File: src/hw/mth_map.svh
// Purpose : Offsets, field positions, reset values and codes of the half-register MAC datapath
// Assumes : Included by the datapath module only
// Notes   : Definitions only
`ifndef MTH_MAP_SVH
`define MTH_MAP_SVH

// ==========================================================
// Register offsets (byte addresses, one word each)
`define MTH_OFS_STATUS      8'h00
`define MTH_OFS_ACC0_LO     8'h04
`define MTH_OFS_ACC0_EXT    8'h08
`define MTH_OFS_ACC1_LO     8'h0C
`define MTH_OFS_ACC1_EXT    8'h10

// ==========================================================
// Status register fields
`define MTH_BIT_RND         0
`define MTH_BIT_RES_SAT     1
`define MTH_BIT_RES_STK     2
`define MTH_BIT_ACC0_SAT    3
`define MTH_BIT_ACC0_STK    4
`define MTH_BIT_ACC1_SAT    5
`define MTH_BIT_ACC1_STK    6
`define MTH_RST_RND         1'h0

// ==========================================================
// Instruction word fields
`define MTH_INS_CLASS_HI    31
`define MTH_INS_CLASS_LO    28
`define MTH_INS_CLASS_CODE  4'hC
`define MTH_INS_DEST_HI     10
`define MTH_INS_DEST_LO     8
`define MTH_INS_MIXED       7
`define MTH_INS_OPT_HI      6
`define MTH_INS_OPT_LO      3
`define MTH_INS_UNIT        2
`define MTH_INS_ACC_HI      1
`define MTH_INS_ACC_LO      0

// ==========================================================
// Arithmetic constants
`define MTH_ACC_MAX         42'sh07FFFFFFFFF
`define MTH_ACC_MIN         -42'sh08000000000
`define MTH_W32_MAX         42'sh0007FFFFFFF
`define MTH_W32_MIN         -42'sh00080000000
`define MTH_FRAC_MAX_PROD   34'sh07FFFFFFF
`define MTH_MOST_NEG        16'h8000
`define MTH_ROUND_HALF      42'sh00000008000

`endif

File: src/hw/mth_pkg.sv
// Purpose : Types shared by the half-register MAC datapath
// Assumes : Compiled before the datapath
// Notes   : Constants live in mth_map.svh
`default_nettype none

package mth_pkg;

  // ==========================================================
  // Accumulate operation
  typedef enum logic [1:0] {
    ACC_LOAD = 2'h0,
    ACC_ADD  = 2'h1,
    ACC_SUB  = 2'h2,
    ACC_BAD  = 2'h3
  } mth_acc_op_type;

  // ==========================================================
  // Format options
  typedef enum logic [3:0] {
    OPT_DEFAULT                = 4'h0,
    OPT_UNSIGNED_FRACTION_OPT  = 4'h1,
    OPT_SIGNED_INTEGER_OPT     = 4'h2,
    OPT_UNSIGNED_INT_OPT       = 4'h3,
    OPT_FRACTION_CHOP          = 4'h4,
    OPT_UNSIGNED_FRACTION_CHOP = 4'h5,
    OPT_DOUBLE_AND_ROUND       = 4'h6,
    OPT_INT_DOUBLE_LOW         = 4'h7,
    OPT_INTEGER_HIGH_ROUND     = 4'h8
  } mth_opt_type;

  // ==========================================================
  // Request from the decoder and register file
  typedef struct packed {
    logic        valid;
    logic [31:0] instr;
    logic [15:0] src0;
    logic [15:0] src1;
  } mth_req_type;

  // Half-register write to the register file
  typedef struct packed {
    logic        valid;
    logic [2:0]  dest;
    logic        high_half_dest;
    logic [15:0] data;
  } mth_wr_type;

endpackage : mth_pkg

`default_nettype wire

File: src/hw/mth_datapath.sv
// Purpose : Dual multiply-accumulate into an accumulator, copied formatted into a half data register
// Assumes : Decoder presents one request per cycle at most; operands are read by the register file
// Notes   : Result and flags appear one cycle after the request
`default_nettype none
`include "mth_map.svh"

// Behaviour
// - Multiply two 16-bit halves; load, add or subtract product into the accumulator.
// - Write 16 accumulator bits, saturated to 16 bits, into a destination half.
// - Unit zero uses acc_zero and low half; unit one uses acc_one and high half.
// - Rounding options use rounding_select_bit for biased or unbiased rounding.
// - Default: signed fractions shifted left; copy high half rounded and saturated.
// - Unsigned fraction: unsigned operands, no shift; copy high half rounded, saturated unsigned.
// - Signed or unsigned integer: no shift; copy low half saturated to 16 bits.
// - Chop options copy saturated high half, dropping low half; unsigned variant unshifted.
// - Double and round: signed fractions, accumulator x2, round upper 16, saturate.
// - Integer doubling: signed integers unshifted, accumulator x2, copy low half saturated.
// - Integer high: signed integers, saturate accumulator at 32 bits, round upper 16.
// - Mixed option: unit one only, signed by unsigned fractions, no shift.
// - Truncation discards low accumulator bits that do not fit the half.
// - Round first, saturate afterwards.
// - Signed fractional 0x8000 times 0x8000 becomes largest positive fraction before accumulating.
// - Every form is decoded from one 32-bit instruction word.
// - Result saturation flag follows each write; its sticky copy sets until a status write clears it.
// - Per-unit accumulator saturation flag follows each update; sticky copy sets until a status write clears it.
module mth_datapath (
  // Clock and reset
  input  wire logic               sys_clk,
  input  wire logic               rst_b,
  // Instruction and operands
  input  wire mth_pkg::mth_req_type req,
  // Half-register write
  output var  mth_pkg::mth_wr_type  wr_ff,
  // Register port
  input  wire logic [7:0]         reg_addr,
  input  wire logic [31:0]        reg_wdata,
  input  wire logic               reg_wr,
  input  wire logic               reg_rd,
  output var  logic [31:0]        reg_rdata_ff
);

  // ==========================================================
  // State
  logic [39:0] acc_zero_ff;
  logic [39:0] acc_one_ff;
  logic        rounding_select_bit_ff;
  logic        result_saturated_flag_ff;
  logic        result_saturated_sticky_ff;
  logic        acc0_saturated_flag_ff;
  logic        acc0_saturated_sticky_ff;
  logic        acc1_saturated_flag_ff;
  logic        acc1_saturated_sticky_ff;

  // ==========================================================
  // Decode
  logic                    go;
  logic                    unit;
  logic                    mixed;
  mth_pkg::mth_opt_type    opt;
  mth_pkg::mth_acc_op_type aop;

  always_comb begin
    aop   = mth_pkg::mth_acc_op_type'(req.instr[`MTH_INS_ACC_HI:`MTH_INS_ACC_LO]);
    opt   = mth_pkg::mth_opt_type'(req.instr[`MTH_INS_OPT_HI:`MTH_INS_OPT_LO]);
    unit  = req.instr[`MTH_INS_UNIT];
    mixed = req.instr[`MTH_INS_MIXED] & unit;
    // Unknown class, option or accumulate code is dropped with no effect
    go    = req.valid && (req.instr[`MTH_INS_CLASS_HI:`MTH_INS_CLASS_LO] == `MTH_INS_CLASS_CODE)
            && (aop != mth_pkg::ACC_BAD) && (opt <= mth_pkg::OPT_INTEGER_HIGH_ROUND);
  end

  // ==========================================================
  // Datapath
  logic               nxt_acc_sat;
  logic               nxt_res_sat;
  logic [39:0]        nxt_acc;
  logic [15:0]        nxt_half;
  logic signed [16:0] a17;
  logic signed [16:0] b17;
  logic signed [33:0] prod;
  logic signed [41:0] p42;
  logic signed [41:0] acc42;
  logic signed [41:0] sum;
  logic signed [41:0] v;
  logic signed [41:0] sel;

  always_comb begin
    logic               s0_signed;
    logic               s1_signed;
    logic               shift_fix;
    logic               out_uns;
    logic               do_round;
    logic               take_low;
    s0_signed = 1'b1;
    s1_signed = 1'b1;
    shift_fix = 1'b0;
    out_uns   = 1'b0;
    do_round  = 1'b0;
    take_low  = 1'b0;
    case (opt)
      mth_pkg::OPT_DEFAULT: begin
        shift_fix = 1'b1;
        do_round  = 1'b1;
      end
      mth_pkg::OPT_UNSIGNED_FRACTION_OPT: begin
        s0_signed = 1'b0;
        s1_signed = 1'b0;
        out_uns   = 1'b1;
        do_round  = 1'b1;
      end
      mth_pkg::OPT_SIGNED_INTEGER_OPT: begin
        take_low  = 1'b1;
      end
      mth_pkg::OPT_UNSIGNED_INT_OPT: begin
        s0_signed = 1'b0;
        s1_signed = 1'b0;
        out_uns   = 1'b1;
        take_low  = 1'b1;
      end
      mth_pkg::OPT_FRACTION_CHOP: begin
        shift_fix = 1'b1;
      end
      mth_pkg::OPT_UNSIGNED_FRACTION_CHOP: begin
        s0_signed = 1'b0;
        s1_signed = 1'b0;
        out_uns   = 1'b1;
      end
      mth_pkg::OPT_DOUBLE_AND_ROUND: begin
        shift_fix = 1'b1;
        do_round  = 1'b1;
      end
      mth_pkg::OPT_INT_DOUBLE_LOW: begin
        take_low  = 1'b1;
      end
      mth_pkg::OPT_INTEGER_HIGH_ROUND: begin
        do_round  = 1'b1;
      end
      default: begin
        shift_fix = 1'b1;
        do_round  = 1'b1;
      end
    endcase
    // Mixed overrides operand treatment and forces signed saturation; rounding and half choice stay with the paired option
    if (mixed) begin
      s0_signed = 1'b1;
      s1_signed = 1'b0;
      shift_fix = 1'b0;
      out_uns   = 1'b0;
    end
    a17  = {s0_signed & req.src0[15], req.src0};
    b17  = {s1_signed & req.src1[15], req.src1};
    prod = a17 * b17;
    if (shift_fix) begin
      if (req.src0 == `MTH_MOST_NEG && req.src1 == `MTH_MOST_NEG) begin
        prod = `MTH_FRAC_MAX_PROD;
      end else begin
        prod = prod <<< 1;
      end
    end
    p42   = 42'(prod);
    acc42 = 42'(signed'(unit ? acc_one_ff : acc_zero_ff));
    case (aop)
      mth_pkg::ACC_ADD: sum = acc42 + p42;
      mth_pkg::ACC_SUB: sum = acc42 - p42;
      default:          sum = p42;
    endcase
    nxt_acc_sat = 1'b1;
    if (sum > `MTH_ACC_MAX) begin
      sum = `MTH_ACC_MAX;
    end else if (sum < `MTH_ACC_MIN) begin
      sum = `MTH_ACC_MIN;
    end else begin
      nxt_acc_sat = 1'b0;
    end
    nxt_acc = sum[39:0];
    // Copy formatting
    v = sum;
    if (opt == mth_pkg::OPT_INTEGER_HIGH_ROUND) begin
      if (v > `MTH_W32_MAX) begin
        v = `MTH_W32_MAX;
      end else if (v < `MTH_W32_MIN) begin
        v = `MTH_W32_MIN;
      end
    end
    if (opt == mth_pkg::OPT_DOUBLE_AND_ROUND || opt == mth_pkg::OPT_INT_DOUBLE_LOW) begin
      v = v <<< 1;
    end
    if (take_low) begin
      sel = v;
    end else if (do_round) begin
      sel = (v + `MTH_ROUND_HALF) >>> 16;
      // Unbiased: an exact half goes to the even neighbour
      if (!rounding_select_bit_ff && v[15:0] == 16'h8000) begin
        sel[0] = 1'b0;
      end
    end else begin
      sel = v >>> 16;
    end
    // Saturation comes last, after any rounding
    nxt_res_sat = 1'b1;
    if (out_uns) begin
      if (sel > 42'sh0000000FFFF) begin
        nxt_half = 16'hFFFF;
      end else if (sel < 42'sh0) begin
        nxt_half = 16'h0000;
      end else begin
        nxt_half    = sel[15:0];
        nxt_res_sat = 1'b0;
      end
    end else begin
      if (sel > 42'sh00000007FFF) begin
        nxt_half = 16'h7FFF;
      end else if (sel < -42'sh00000008000) begin
        nxt_half = 16'h8000;
      end else begin
        nxt_half    = sel[15:0];
        nxt_res_sat = 1'b0;
      end
    end
  end

  // ==========================================================
  // Accumulators
  always_ff @(posedge sys_clk or negedge rst_b) begin
    if (!rst_b) begin
      acc_zero_ff <= 40'h0;
      acc_one_ff  <= 40'h0;
    end else if (go) begin
      if (unit) begin
        acc_one_ff  <= nxt_acc;
      end else begin
        acc_zero_ff <= nxt_acc;
      end
    end
  end

  // ==========================================================
  // Half-register write
  always_ff @(posedge sys_clk or negedge rst_b) begin
    if (!rst_b) begin
      wr_ff <= '0;
    end else begin
      wr_ff.valid          <= go;
      wr_ff.dest           <= req.instr[`MTH_INS_DEST_HI:`MTH_INS_DEST_LO];
      wr_ff.high_half_dest <= unit;
      wr_ff.data           <= nxt_half;
    end
  end

  // ==========================================================
  // Flags: hardware set wins over a software clear in the same cycle
  logic clr_ok;
  assign clr_ok = reg_wr && (reg_addr == `MTH_OFS_STATUS);

  always_ff @(posedge sys_clk or negedge rst_b) begin
    if (!rst_b) begin
      result_saturated_flag_ff   <= 1'b0;
      result_saturated_sticky_ff <= 1'b0;
    end else begin
      if (go) begin
        result_saturated_flag_ff <= nxt_res_sat;
      end
      if (go && nxt_res_sat) begin
        result_saturated_sticky_ff <= 1'b1;
      end else if (clr_ok && reg_wdata[`MTH_BIT_RES_STK]) begin
        result_saturated_sticky_ff <= 1'b0;
      end
    end
  end

  always_ff @(posedge sys_clk or negedge rst_b) begin
    if (!rst_b) begin
      acc0_saturated_flag_ff   <= 1'b0;
      acc0_saturated_sticky_ff <= 1'b0;
      acc1_saturated_flag_ff   <= 1'b0;
      acc1_saturated_sticky_ff <= 1'b0;
    end else begin
      if (go && !unit) begin
        acc0_saturated_flag_ff <= nxt_acc_sat;
      end
      if (go && unit) begin
        acc1_saturated_flag_ff <= nxt_acc_sat;
      end
      if (go && !unit && nxt_acc_sat) begin
        acc0_saturated_sticky_ff <= 1'b1;
      end else if (clr_ok && reg_wdata[`MTH_BIT_ACC0_STK]) begin
        acc0_saturated_sticky_ff <= 1'b0;
      end
      if (go && unit && nxt_acc_sat) begin
        acc1_saturated_sticky_ff <= 1'b1;
      end else if (clr_ok && reg_wdata[`MTH_BIT_ACC1_STK]) begin
        acc1_saturated_sticky_ff <= 1'b0;
      end
    end
  end

  // ==========================================================
  // Register port
  always_ff @(posedge sys_clk or negedge rst_b) begin
    if (!rst_b) begin
      rounding_select_bit_ff <= `MTH_RST_RND;
    end else if (clr_ok) begin
      rounding_select_bit_ff <= reg_wdata[`MTH_BIT_RND];
    end
  end

  logic [31:0] status_word;
  always_comb begin
    status_word                    = 32'h0;
    status_word[`MTH_BIT_RND]      = rounding_select_bit_ff;
    status_word[`MTH_BIT_RES_SAT]  = result_saturated_flag_ff;
    status_word[`MTH_BIT_RES_STK]  = result_saturated_sticky_ff;
    status_word[`MTH_BIT_ACC0_SAT] = acc0_saturated_flag_ff;
    status_word[`MTH_BIT_ACC0_STK] = acc0_saturated_sticky_ff;
    status_word[`MTH_BIT_ACC1_SAT] = acc1_saturated_flag_ff;
    status_word[`MTH_BIT_ACC1_STK] = acc1_saturated_sticky_ff;
  end

  // Read data stands only in the cycle after the strobe
  always_ff @(posedge sys_clk or negedge rst_b) begin
    if (!rst_b) begin
      reg_rdata_ff <= 32'h0;
    end else if (reg_rd) begin
      case (reg_addr)
        `MTH_OFS_STATUS:   reg_rdata_ff <= status_word;
        `MTH_OFS_ACC0_LO:  reg_rdata_ff <= acc_zero_ff[31:0];
        `MTH_OFS_ACC0_EXT: reg_rdata_ff <= {24'h0, acc_zero_ff[39:32]};
        `MTH_OFS_ACC1_LO:  reg_rdata_ff <= acc_one_ff[31:0];
        `MTH_OFS_ACC1_EXT: reg_rdata_ff <= {24'h0, acc_one_ff[39:32]};
        default:           reg_rdata_ff <= 32'h0;
      endcase
    end else begin
      reg_rdata_ff <= 32'h0;
    end
  end

endmodule : mth_datapath

`default_nettype wire

File: config.mk
export PLATFORM = sky130hd
export DESIGN_NAME = mth_datapath
export DESIGN_NICKNAME = d
export VERILOG_FILES = /design/src/hw/mth_pkg.sv /design/src/hw/mth_datapath.sv
export VERILOG_INCLUDE_DIRS = /design/src /design/src/hw
export SDC_FILE = /design/constraint.sdc
export NUM_CORES = 1
export LEC_CHECK = 0
export BUFFER_PORTS_ARGS = -buffer_cell sky130_fd_sc_hd__buf_4
export CAP_MARGIN = 20
export CORE_ASPECT_RATIO = 0.9
export CORE_MARGIN = 2
export CORE_UTILIZATION = 35
export CTS_BUF_LIST = sky130_fd_sc_hd__clkbuf_4 sky130_fd_sc_hd__clkbuf_8
export DETAILED_ROUTE_END_ITERATION = 6
export MAX_ROUTING_LAYER = met4
export PLACE_DENSITY = 0.47
export SLEW_MARGIN = 20
export SYNTH_ARGS = -nofsm -noshare
export SYNTH_HDL_FRONTEND = slang
export SYNTH_SLANG_ARGS = --single-unit
File: constraint.sdc
create_clock -name sys_clk -period 11.7 [get_ports sys_clk]
set_clock_uncertainty 0.05 [all_clocks]
set_input_delay 0.585 -clock sys_clk [delete_from_list [all_inputs] [get_ports sys_clk]]
set_output_delay 0.585 -clock sys_clk [all_outputs]
set_load 0.1 [all_outputs]
==> flow_summary.yaml <==
setup_path:
  cp-start-kind: "primary input"
  cp_data_arrival_time_ns: 13.41
  timing.rr.start: "acc_one_ff[1]$_DFFE_PN0P_"
  timing.setup.critical_path_class: "primary input to register"
  r2r-end: "wr_ff[5]$_DFF_PN0_"
  crit_family: "simple AND/OR/NAND/NOR gates"
  crit_path_end_kind: "register"
  required_ns: 11.98
  critPathSlowestCell: "or4b_4"
  cp_max_fo: 8
  critPathBufInv: 10
  crit_start: "req[35]"
  max_stage_delay_ns: 0.57
  reg2reg_depth: 32
  cp-endpoint: "wr_ff[5]$_DFF_PN0_"
  cp.depth: 60
  cpMostUsedCell: "fa_1"
  r2r_setup_slack_ns: 4.01
final_layout:
  fin_nets: 4252
  areaGrowthSynthToFinish_pct: 35.8
  utilization_pct: 47.9
  drive_above_1_share_pct: 32.1
  final_cell_area_mm2: 0.0335
  fill_cells: 6897
global_route:
  grt_pass1_wl_mm: 148
  grt_pass1_vias: 25843
  grt-ovfl-total: 0
  grtUsageTotal_pct: 26.7
  antenna_found_initial: 0
  grt_max_degree: 77
yosys:
  syn_avg_cell_area_um2: 8.26
  synth-seq-area-share_pct: 14.2
  async_reset_ff_share_pct: 100
  synth-edff-count: 0
  syn-num-nets: 3520
  synth_commonest_cells: "inv_1 (352), nand2_1 (333), fa_1 (297), nor2_1 (216), a21oi_1 (204)"
  yosysTopAreaCellShare_pct: 24.1
  synth_area_mm2: 0.0246
  yosysUniqueCellTypes: 101
  syn-instance-count: 2984
  synth_warnings: 0
  ys.flop_type: "dfrtp_1"
  post-synth-top-count-cell: "inv_1"
  synthTopCellsByArea: "fa_1 (24%), dfrtp_1 (14%), ha_1 (6.6%), inv_1 (5.4%), nand2_1 (5.1%)"
  ys_ff_latch: 140
  synth_area_leader_cell: "fa_1"
sta:
  fin_crit_ns: 13.12
  hold_viol: 0
  setup_viol: 18
  finalCritPeriodShare_pct: 112
  slew_headroom_pct: 30.8
  slew_viol_final: 0
  rsz0062_at_grt: "yes"
  fmax_mhz: 76.2
  final.setup.tns_ns: -24.96
  worst_slack_ns: -1.42
  tightest_slew_ns: 1.04
  hold_ws_ns: 0.0582
clock_network:
  clk_latency_ns: 0.46
  tritoncts: "built"
  clockBufferDepth: 2
  cts.sinks: 140
  cts_buffers: 17
  cts_hold_buf: 0
  path_clk_slew_ns: 0.08
  cts_root_buf: "clkbuf_8"
  h-tree-depth: 4
floorplan:
  core_mm2: 0.0699
  dieArea_mm2: 0.0726
  die_x_um: 284
  die_y_um: 256
  start_util_pct: 35.3
  num_rows: 92
  num_io_pins: 162
job:
  maxCapViolCount: 0
detailed_routing:
  num_vias: 24731
  drtIter0Drc: 1904
  drt_wl_total_mm: 93.2
  ant_nets: 0
  vias_per_cell: 5.29
  drt_first_pass_iters: 6
  drc: 0
  wl_per_cell_um: 19.9
placement:
  post_dp_cell_area_mm2: 0.0317
  gp_congestion: 0.960
  port_buffers: 116
  dp_hpwl_mm: 77.2
outcome:
  outcome: "finished with violations"
  violations: "setup timing"
min_path:
  hold_class: "primary input to asynchronous set/reset pin"
[layer usage]
metal	share of wire [%]	global-route usage, %	vias up
li1	-	-	11608
met1	50	39.7	12434
met2	44	40.3	614
met3	4.8	2.36	75
met4	1.3	3.78	0
met5	0	-	-
[layout make-up]
cell class	count	area (um2)	share of cell area, %
clock buffers	17	234	0.699
multi-input cells	2329	20300	60.5
well taps	940	1180	3.51
inverters	353	1330	3.97
clock inverters	15	236	0.707
repair buffers	875	6720	20.1
diodes	2	5.00	0.0150
flip-flops and latches	140	3500	10.5
[repair_timing]
action / 4_1_cts / 5_1_grt
resized for setup: 72 / 89
pin swaps: 42 / 73
setup endpoints to repair: 18 / 18
setup buffers: 44 / 25
gates cloned: 1 / 1
[flip-flops by register name (all words and copies together), names as in the netlist]
name and count:
result_saturated_flag_ff 1, acc_one_ff 40, acc1_saturated_sticky_ff 1, acc0_saturated_sticky_ff 1, acc_zero_ff 40, acc0_saturated_flag_ff 1, acc1_saturated_flag_ff 1, wr_ff 21
reg_rdata_ff 32, result_saturated_sticky_ff 1, rounding_select_bit_ff 1
[layout by cell type (no fill, tap or decap), types with 17 or more instances in the layout]
cell,Yosys,routed
buf_4,3,853
inv_1,352,343
nand2_1,333,325
fa_1,297,293
nor2_1,216,208
a21oi_1,204,188
and2_1,158,154
dfrtp_1,140,140
o21ai_0,150,129
ha_1,130,115
mux2_2,80,80
xnor2_1,59,57
mux2i_1,47,44
nor3_1,50,43
a21o_1,42,41
a31oi_1,36,32
xor2_1,31,31
nand3_1,33,30
o21a_1,27,27
o22ai_1,30,27
o211ai_1,21,21
and3_1,22,18
o21ai_1,11,17
clkbuf_8,0,17
[worst min path at each step]
| stage | endpoint | from | cells past startpoint |
|---|---|---|---|
| 6_report | reg_rdata_ff[8]$_DFF_PN0_ | rst_b | 1 |
| 5_1_grt | wr_ff[18]$_DFF_PN0_ | rst_b | 1 |
| 3_3_place_gp | acc1_saturated_flag_ff$_DFFE_PN0P_ | acc1_saturated_flag_ff$_DFFE_PN0P_ | 2 |
| 4_1_cts | acc_zero_ff[7]$_DFFE_PN0P_ | rst_b | 1 |
| 2_1_floorplan | acc0_saturated_flag_ff$_DFFE_PN0P_ | rst_b | 0 |
| 3_5_place_dp | acc0_saturated_sticky_ff$_DFFE_PN0P_ | acc0_saturated_sticky_ff$_DFFE_PN0P_ | 2 |
[per-stage QoR]
step                cells  setup WS [ns]
finish               4671          -1.42
global route         4669          -2.02
CTS                  4647          -1.45
detailed placement   4570          -2.67
global placement     4570          -2.27
floorplan            2984          -2.01
[logic make-up (layout without fill, tap and decap cells)]
logic type,after synthesis,after routing,synth area share (%)
XOR/XNOR,91,91,3.29
multiplexers,130,130,5.77
AND/OR/NAND/NOR,967,967,19.3
AO/OA/AOI/OAI,712,713,18.7
flip-flops,140,140,14.2
other,0,2,0
buffers and inverters,516,1260,7.99
adder cells (fa/ha/maj),428,428,30.8
Power is not shown: default switching activity piles up to over one toggle a cycle in this logic, so the estimate is an artifact.
